### src/verilog/wdc_pkg.sv
// Constants and types shared by the watchdog down counter.
// Assumes one 20 MHz clock; registers are reached by index over APB.
package wdc_pkg;

  // Counter width
  localparam int unsigned CNT_W = 14;

  // Register indices; byte address is four times the index
  localparam logic [5:0] IDX_FSEL    = 6'h30;
  localparam logic [5:0] IDX_REFRESH = 6'h31;
  localparam logic [5:0] IDX_START   = 6'h32;
  localparam logic [5:0] IDX_CTRL    = 6'h33;
  localparam logic [5:0] IDX_PROT    = 6'h34;
  localparam logic [5:0] IDX_PIC     = 6'h35;

  // Field positions
  localparam int unsigned FSEL_FLAG_BIT = 6;
  localparam int unsigned FSEL_RSEL_BIT = 7;
  localparam int unsigned CTRL_SRC_LSB  = 6;
  localparam int unsigned PROT_EN_BIT   = 7;

  // Values after reset
  localparam logic [1:0] CTRL_SRC_RST = 2'h1;
  localparam logic [7:0] PIC_RST      = 8'h00;

  // Refresh sequence bytes
  localparam logic [7:0] REFRESH_ARM  = 8'h00;
  localparam logic [7:0] REFRESH_FIRE = 8'hFF;

  // Count source dividers
  localparam int unsigned PRE_W     = 7;
  localparam logic [3:0]  LOCO_LAST = 4'hF;

  // Counter reload values per initial value selection
  localparam logic [13:0] INIT_VAL0 = 14'h03FF;
  localparam logic [13:0] INIT_VAL1 = 14'h0FFF;
  localparam logic [13:0] INIT_VAL2 = 14'h1FFF;
  localparam logic [13:0] INIT_VAL3 = 14'h3FFF;

  // Option setting bits, held in nonvolatile storage outside
  typedef struct packed {
    logic       start_at_reset_opt;
    logic       protection_at_reset_opt;
    logic [1:0] initial_value_sel;
    logic [1:0] accept_window_sel;
  } wdc_opt_t;

  // Counter run state
  typedef enum logic [1:0] {
    WDC_ST_STOP = 2'b01,
    WDC_ST_RUN  = 2'b10
  } wdc_state_t;

  // Count source selection
  typedef enum logic [1:0] {
    SRC_CPU_DIV2   = 2'b00,
    SRC_CPU_DIV16  = 2'b01,
    SRC_CPU_DIV128 = 2'b10,
    SRC_LOCO_DIV16 = 2'b11
  } wdc_src_t;

endpackage

### src/verilog/wdc_top.sv
// Watchdog down counter with APB register access.
// Assumes all inputs synchronous to clk; loco_tick is one pulse per oscillator edge.
//
// The APB register port was decided locally.
module wdc_top (
  // Clock and reset
  input  wire logic             clk,
  input  wire logic             rst_n,
  // APB slave
  input  wire logic             psel,
  input  wire logic             penable,
  input  wire logic             pwrite,
  input  wire logic [7:0]       paddr,
  input  wire logic [31:0]      pwdata,
  output logic      [31:0]      prdata,
  output logic                  pready,
  output logic                  pslverr,
  // Option bytes and clock system
  input  wire wdc_pkg::wdc_opt_t opt,
  input  wire logic             cpu_halted,
  input  wire logic             loco_tick,
  // Watchdog requests
  output logic                  wdt_irq,
  output logic                  wdt_reset_req
);

  wdc_pkg::wdc_state_t state_r, state_nxt;
  wdc_pkg::wdc_opt_t   opt_r, opt_nxt;
  logic [13:0]         cnt_r, cnt_nxt;
  logic [6:0]          pre_r, pre_nxt;
  logic [3:0]          loco_r, loco_nxt;
  logic [1:0]          src_r, src_nxt;
  logic [7:0]          pic_r, pic_nxt;
  logic [31:0]         rd_r, rd_nxt;
  logic                err_r, err_nxt;
  logic                armed_r, armed_nxt;
  logic                flag_r, flag_nxt;
  logic                rsel_r, rsel_nxt;
  logic                prot_r, prot_nxt;
  logic                irq_r, irq_nxt;
  logic                rst_r, rst_nxt;
  logic                wr, setup, src_cpu, halt, cpu_edge, src_edge, tick;
  logic                refresh_seq, in_window, refresh_ok, illegal, underflow;
  logic                rsel_eff, evt_irq, evt_rst, mapped;
  logic [5:0]          idx;
  logic [13:0]         reload, thr;

  // Reload value for a given option selection
  function automatic logic [13:0] init_of(input logic [1:0] sel);
    case (sel)
      2'b00:   init_of = wdc_pkg::INIT_VAL0;
      2'b01:   init_of = wdc_pkg::INIT_VAL1;
      2'b10:   init_of = wdc_pkg::INIT_VAL2;
      default: init_of = wdc_pkg::INIT_VAL3;
    endcase
  endfunction

  // Bus decode; zero wait states, read data snapped in the setup cycle
  assign idx     = paddr[7:2];
  assign wr      = psel & penable & pwrite;
  assign setup   = psel & ~penable;
  assign pready  = 1'b1;
  assign prdata  = rd_r;
  assign pslverr = err_r;
  assign mapped  = (idx >= wdc_pkg::IDX_FSEL) && (idx <= wdc_pkg::IDX_PIC) &&
                   (paddr[1:0] == 2'b00);

  // Count source selection and gating
  always_comb begin
    src_cpu = (src_r != wdc_pkg::SRC_LOCO_DIV16);
    halt    = cpu_halted & src_cpu & ~prot_r;
    case (src_r)
      wdc_pkg::SRC_CPU_DIV2:   cpu_edge = pre_r[0];
      wdc_pkg::SRC_CPU_DIV16:  cpu_edge = &pre_r[3:0];
      wdc_pkg::SRC_CPU_DIV128: cpu_edge = &pre_r;
      default:                 cpu_edge = 1'b0;
    endcase
    src_edge = src_cpu ? (cpu_edge & ~halt)
                       : (loco_tick & (loco_r == wdc_pkg::LOCO_LAST));
    tick     = src_edge & (state_r == wdc_pkg::WDC_ST_RUN);
  end

  // Window and refresh decode
  always_comb begin
    reload = init_of(opt_r.initial_value_sel);
    case (opt_r.accept_window_sel)
      2'b00:   thr = reload >> 2;
      2'b01:   thr = reload >> 1;
      2'b10:   thr = reload - (reload >> 2);
      default: thr = reload;
    endcase
    in_window   = (cnt_r <= thr);
    refresh_seq = wr & (idx == wdc_pkg::IDX_REFRESH) & armed_r &
                  (pwdata[7:0] == wdc_pkg::REFRESH_FIRE) &
                  (state_r == wdc_pkg::WDC_ST_RUN);
    refresh_ok  = refresh_seq & in_window;
    illegal     = refresh_seq & ~in_window;
    underflow   = tick & (cnt_r == 14'h0000);
    rsel_eff    = rsel_r | prot_r;
    evt_irq     = (underflow | illegal) & ~rsel_eff;
    evt_rst     = (underflow | illegal) & rsel_eff;
  end

  // Counter, dividers and run state
  always_comb begin
    state_nxt = state_r;
    cnt_nxt   = cnt_r;
    pre_nxt   = halt ? pre_r : pre_r + 7'h01;                    // CPU clock stops in wait
    loco_nxt  = loco_tick ? loco_r + 4'h1 : loco_r;
    opt_nxt   = opt_r;
    case (state_r)
      wdc_pkg::WDC_ST_STOP: begin
        if (wr && idx == wdc_pkg::IDX_START) begin
          state_nxt = wdc_pkg::WDC_ST_RUN;
        end
      end
      wdc_pkg::WDC_ST_RUN: state_nxt = wdc_pkg::WDC_ST_RUN;
      default: state_nxt = wdc_pkg::WDC_ST_STOP;
    endcase
    // Illegal refresh in interrupt mode does not reload; the count still decrements on a tick
    if (refresh_ok || underflow || (illegal && rsel_eff)) begin
      cnt_nxt = reload;
    end else if (tick) begin
      cnt_nxt = cnt_r - 14'h0001;
    end
    if (!rst_n) begin
      opt_nxt   = opt;
      cnt_nxt   = init_of(opt.initial_value_sel);
      pre_nxt   = 7'h00;
      loco_nxt  = 4'h0;
      state_nxt = opt.start_at_reset_opt ? wdc_pkg::WDC_ST_RUN
                                         : wdc_pkg::WDC_ST_STOP;
    end
  end

  always_ff @(posedge clk) begin
    state_r <= state_nxt;
    cnt_r   <= cnt_nxt;
    pre_r   <= pre_nxt;
    loco_r  <= loco_nxt;
    opt_r   <= opt_nxt;
  end

  // Software-visible control and status
  always_comb begin
    armed_nxt = armed_r;
    flag_nxt  = flag_r;
    rsel_nxt  = rsel_r | prot_r;
    prot_nxt  = prot_r;
    src_nxt   = src_r;
    pic_nxt   = pic_r;
    if (wr && idx == wdc_pkg::IDX_REFRESH) begin
      armed_nxt = (pwdata[7:0] == wdc_pkg::REFRESH_ARM);
    end
    if (wr && idx == wdc_pkg::IDX_FSEL) begin
      if (!pwdata[wdc_pkg::FSEL_FLAG_BIT]) begin
        flag_nxt = 1'b0;
      end
      if (pwdata[wdc_pkg::FSEL_RSEL_BIT]) begin
        rsel_nxt = 1'b1;
      end
    end
    if (evt_irq) begin
      flag_nxt = 1'b1;                                           // set beats clear
    end
    if (wr && idx == wdc_pkg::IDX_CTRL) begin
      src_nxt = pwdata[wdc_pkg::CTRL_SRC_LSB +: 2];
    end
    // Locked once the option enabled protection at reset
    if (wr && idx == wdc_pkg::IDX_PROT && !opt_r.protection_at_reset_opt) begin
      prot_nxt = pwdata[wdc_pkg::PROT_EN_BIT];
    end
    if (wr && idx == wdc_pkg::IDX_PIC) begin
      pic_nxt = pwdata[7:0];
    end
    if (!rst_n) begin
      armed_nxt = 1'b0;
      flag_nxt  = 1'b0;
      rsel_nxt  = opt.protection_at_reset_opt;
      prot_nxt  = opt.protection_at_reset_opt;
      src_nxt   = wdc_pkg::CTRL_SRC_RST;
      pic_nxt   = wdc_pkg::PIC_RST;
    end
  end

  always_ff @(posedge clk) begin
    armed_r <= armed_nxt;
    flag_r  <= flag_nxt;
    rsel_r  <= rsel_nxt;
    prot_r  <= prot_nxt;
    src_r   <= src_nxt;
    pic_r   <= pic_nxt;
  end

  // Requests stand until the next count source edge
  always_comb begin
    irq_nxt = evt_irq ? 1'b1 : (src_edge ? 1'b0 : irq_r);
    rst_nxt = evt_rst ? 1'b1 : (src_edge ? 1'b0 : rst_r);
    if (!rst_n) begin
      irq_nxt = 1'b0;
      rst_nxt = 1'b0;
    end
  end

  always_ff @(posedge clk) begin
    irq_r <= irq_nxt;
    rst_r <= rst_nxt;
  end

  assign wdt_irq       = irq_r;
  assign wdt_reset_req = rst_r;

  // Read mux; write-only registers read as zero
  always_comb begin
    rd_nxt  = rd_r;
    err_nxt = err_r;
    if (setup) begin
      err_nxt = ~mapped;
      case (idx)
        wdc_pkg::IDX_FSEL: rd_nxt = {24'h000000, rsel_r, flag_r, 6'h00};
        wdc_pkg::IDX_CTRL: rd_nxt = {24'h000000, src_r, cnt_r[13:8]};
        wdc_pkg::IDX_PROT: rd_nxt = {24'h000000, prot_r, 7'h00};
        wdc_pkg::IDX_PIC:  rd_nxt = {24'h000000, pic_r};
        default:           rd_nxt = 32'h00000000;
      endcase
    end
    if (!rst_n) begin
      rd_nxt  = 32'h00000000;
      err_nxt = 1'b0;
    end
  end

  always_ff @(posedge clk) begin
    rd_r  <= rd_nxt;
    err_r <= err_nxt;
  end
endmodule // wdc_top

### config.mk
export PLATFORM = sky130hd
export DESIGN_NAME = wdc_top
export DESIGN_NICKNAME = d
export VERILOG_FILES = /design/src/verilog/wdc_pkg.sv /design/src/verilog/wdc_top.sv
export SDC_FILE = /design/constraint.sdc
export NUM_CORES = 1
export LEC_CHECK = 0
export BUFFER_PORTS_ARGS = -buffer_cell sky130_fd_sc_hd__buf_2
export CORE_MARGIN = 2
export CORE_UTILIZATION = 49
export CTS_CLUSTER_SIZE = 28
export DETAILED_ROUTE_END_ITERATION = 6
export PLACE_DENSITY = 0.77
export SETUP_SLACK_MARGIN = 0.5
export SLEW_MARGIN = 15
export SYNTH_ARGS = -nofsm -noshare
export SYNTH_HDL_FRONTEND = slang
export SYNTH_SLANG_ARGS = --single-unit
### constraint.sdc
create_clock -name clk -period 3.2 [get_ports clk]
set_input_delay 0.32 -clock clk [delete_from_list [all_inputs] [get_ports clk]]
set_output_delay 0.32 -clock clk [all_outputs]
set_load 0.1 [all_outputs]
==> results.json <==
{
  "status": "finished, final reports clean",
  "netlist_area_um2": 3590,
  "post-route-period-util": 0.947,
  "worstPathMaxFanout": 5,
  "crit_path_start_kind": "register",
  "hold_class": "input port to register",
  "holdWs_ns": 0.146,
  "routedWlPerCell_um": 14.5,
  "yosys.area_share.simple": 0.221,
  "use_met1": 0.274,
  "min_to": "opt_r[0]",
  "finalSetupTns_ns": 0,
  "final_cell_mix": "nand2_1 (40), buf_2 (39), nor2_1 (38)",
  "drt_iter0_markers": 192,
  "worstPathRequired_ns": 3.42,
  "num_io_pins": 89,
  "first_global_vias": 2716,
  "synthToLayoutAreaGrowth_pct": 15.5,
  "antenna_found_initial": 0,
  "place_inst": 521,
  "r2r_slack_ns": 0.17,
  "post-route-drc-count": 0,
  "reg2reg_to": "cnt_r[13]",
  "antenna_left": 0,
  "r2r-start": "opt_r[2]",
  "portBuffers": 39,
  "final_common_cell": "nand2_1",
  "synth-edff-count": 22,
  "drive_above_1_share": 0.217,
  "grt_overflow_total": 0,
  "fin_area_um2": 4150,
  "finalMaxSlewViolations": 0,
  "fillers": 637,
  "yosys_warnings": 0,
  "synth-compound-area-share": 0.123,
  "ys_async_sr_fraction": 0,
  "hpwlAfterDp_um": 5670,
  "firstDrtPassIters": 5,
  "avgSynthCellArea_um2": 9.11,
  "holdPathStages": 1,
  "track_usage": 0.208,
  "preCtsSetupSlack_ns": 0.174,
  "die_x_um": 89.6,
  "start_util": 0.500,
  "clk_pin_slew_ns": 0.07,
  "total_power_mw": 1.90,
  "multi_input_area_um2": 2120,
  "synth_fa_ha_area_frac": 0.0871,
  "ys_seq_area_frac": 0.379,
  "clockBufferDepth": 2,
  "hold_path.startpoint": "opt[0]",
  "utilization": 0.578,
  "critical_path_class": "register to register",
  "hold_viol": 0,
  "synth_mux_area_frac": 0.0579,
  "worstPathArrival_ns": 3.25,
  "max_slew_margin": 0.344,
  "vdd_drop_max_v": 0.000282,
  "finalSetupViolCount": 0,
  "seqCellArea_um2": 1360,
  "finalNonFillerCells": 542,
  "power_density_nw_per_um2": 458,
  "fmaxAchievable_mhz": 330,
  "reg2reg_depth": 11,
  "place_area_um2": 3850,
  "die_y_um": 89.6,
  "use_met2": 0.327,
  "synth-xor-area-share": 0.0464,
  "grt_max_degree": 28,
  "cts_tree": "done",
  "end_kind": "register",
  "fin_ws_ns": 0.169,
  "ys.flop_type": "dfxtp_1",
  "wl_um": 7880,
  "core.rowCount": 31,
  "synth.distinct_cells": 59,
  "dieArea_um2": 8030,
  "maxCapViolCount": 0,
  "cts_buffers": 9,
  "cts-root-buf": "clkbuf_8",
  "syn_inst": 394,
  "dr_total_vias": 2961,
  "min_period_ns": 3.03,
  "ctsHoldBuffers": 0,
  "vias_per_cell": 5.46,
  "cts_num_sinks": 57,
  "skew_ns": 0.0133,
  "worst_pin_slew_ns": 0.977,
  "core_um2": 7180,
  "grt_pass1_wl_um": 12700,
  "synth_top_family_by_area": "simple AND/OR/NAND/NOR gates",
  "grt-busiest-layer": "met2",
  "gp_congestion": 0.871,
  "p_leak_nw": 1.64,
  "ys_seq_elements": 57,
  "rsz0062_at_grt": "true",
  "clk_latency_ns": 0.35,
  "final_nets": 516,
  "n_antenna_cell": 0,
  "h-tree-depth": 3,
  "grtUsageMet3": 0.0539
}
==> power by group <==
part           internal, mW  switching (mW)
Clock                 0.348           0.302
Sequential            0.796          0.0368
Combinational         0.128           0.287
==> kinds of logic after synthesis <==
kind of cell | count (synthesis)
simple gates | 152
fa+ha+maj | 25
xor+xnor | 19
mux | 19
buf+inv | 54
other cells | 2
compound gates | 66
flops | 57
==> cell usage after synthesis (2+ instances only) <==
master	instances	area (µm²)
o221a_2	2	22.5
nand3_1	16	80.1
xor2_1	10	87.6
mux2i_1	14	140
clkbuf_1	11	41.3
or3_1	4	25.0
o21ai_0	15	75.1
nor2_1	39	146
nor3_1	6	30.0
xnor2_1	9	78.8
and3_1	2	12.5
a21oi_1	16	80.1
nor4_1	2	12.5
conb_1	2	7.51
nand2b_1	3	18.8
nand4_1	11	68.8
o22ai_1	2	12.5
and2_1	8	50.1
mux2_2	4	45.0
dfxtp_1	35	701
or4_1	4	30.0
nand2_1	41	154
a21o_1	3	22.5
inv_1	15	56.3
a22oi_1	7	52.6
ha_1	25	313
a211oi_1	2	15.0
buf_4	25	188
o31ai_1	5	37.5
nor2b_1	4	25.0
edfxtp_1	22	661
buf_2	3	15.0
==> per-layer routing <==
metal,vias to the layer above,part of all wire
met5,-,0
met3,15,0.048
met4,0,0.018
met2,81,0.50
li1,1457,-
met1,1408,0.43
==> repair_timing <==
action	in CTS	in global routing
pin swaps	5	3
gates resized for setup	11	2
endpoints found under the setup margin	31	31
buffers inserted	5	0
==> cell type report <==
type                       instances  share of cell area
clock inverter                     4             0.00573
tap                               99              0.0299
multi-input combinational        306               0.511
inverter                          15              0.0136
clock buffer                      12              0.0401
sequential                        57               0.328
timing repair buffer              49              0.0709
==> sequential cells by signal (all words and copies together) (netlist names), 2 cells and up <==
| name | cells |
|---|---|
| src_r | 2 |
| cnt_r | 14 |
| state_r | 2 |
| pic_r | 8 |
| opt_r | 5 |
| pre_r | 7 |
| prdata | 8 |
| loco_r | 4 |
==> worst max-delay path by stage <==
stage / from / end / slack [ns]
after global routing: opt_r[2] / cnt_r[12] / 0.05
after CTS: opt_r[2] / cnt_r[12] / 0.20
after global placement: opt_r[3] / cnt_r[11] / 0.22
final: opt_r[2] / cnt_r[13] / 0.17
after detailed placement: opt_r[3] / cnt_r[11] / 0.17
after floorplan: opt_r[2] / cnt_r[11] / 0.37
==> worst max-delay path, cell delays in order, from the launching register on <==
cell and delay [ns]:
edfxtp_1 0.46, inv_2 0.15, ha_4 0.15, nor2_2 0.05
mux4_2 0.48, ha_4 0.28, nand4_1 0.13, or4_4 0.46
nand3_2 0.10, o221a_4 0.25, mux2_2 0.34, nand2_1 0.06
Note: power is estimated with default switching activity, not from simulation.
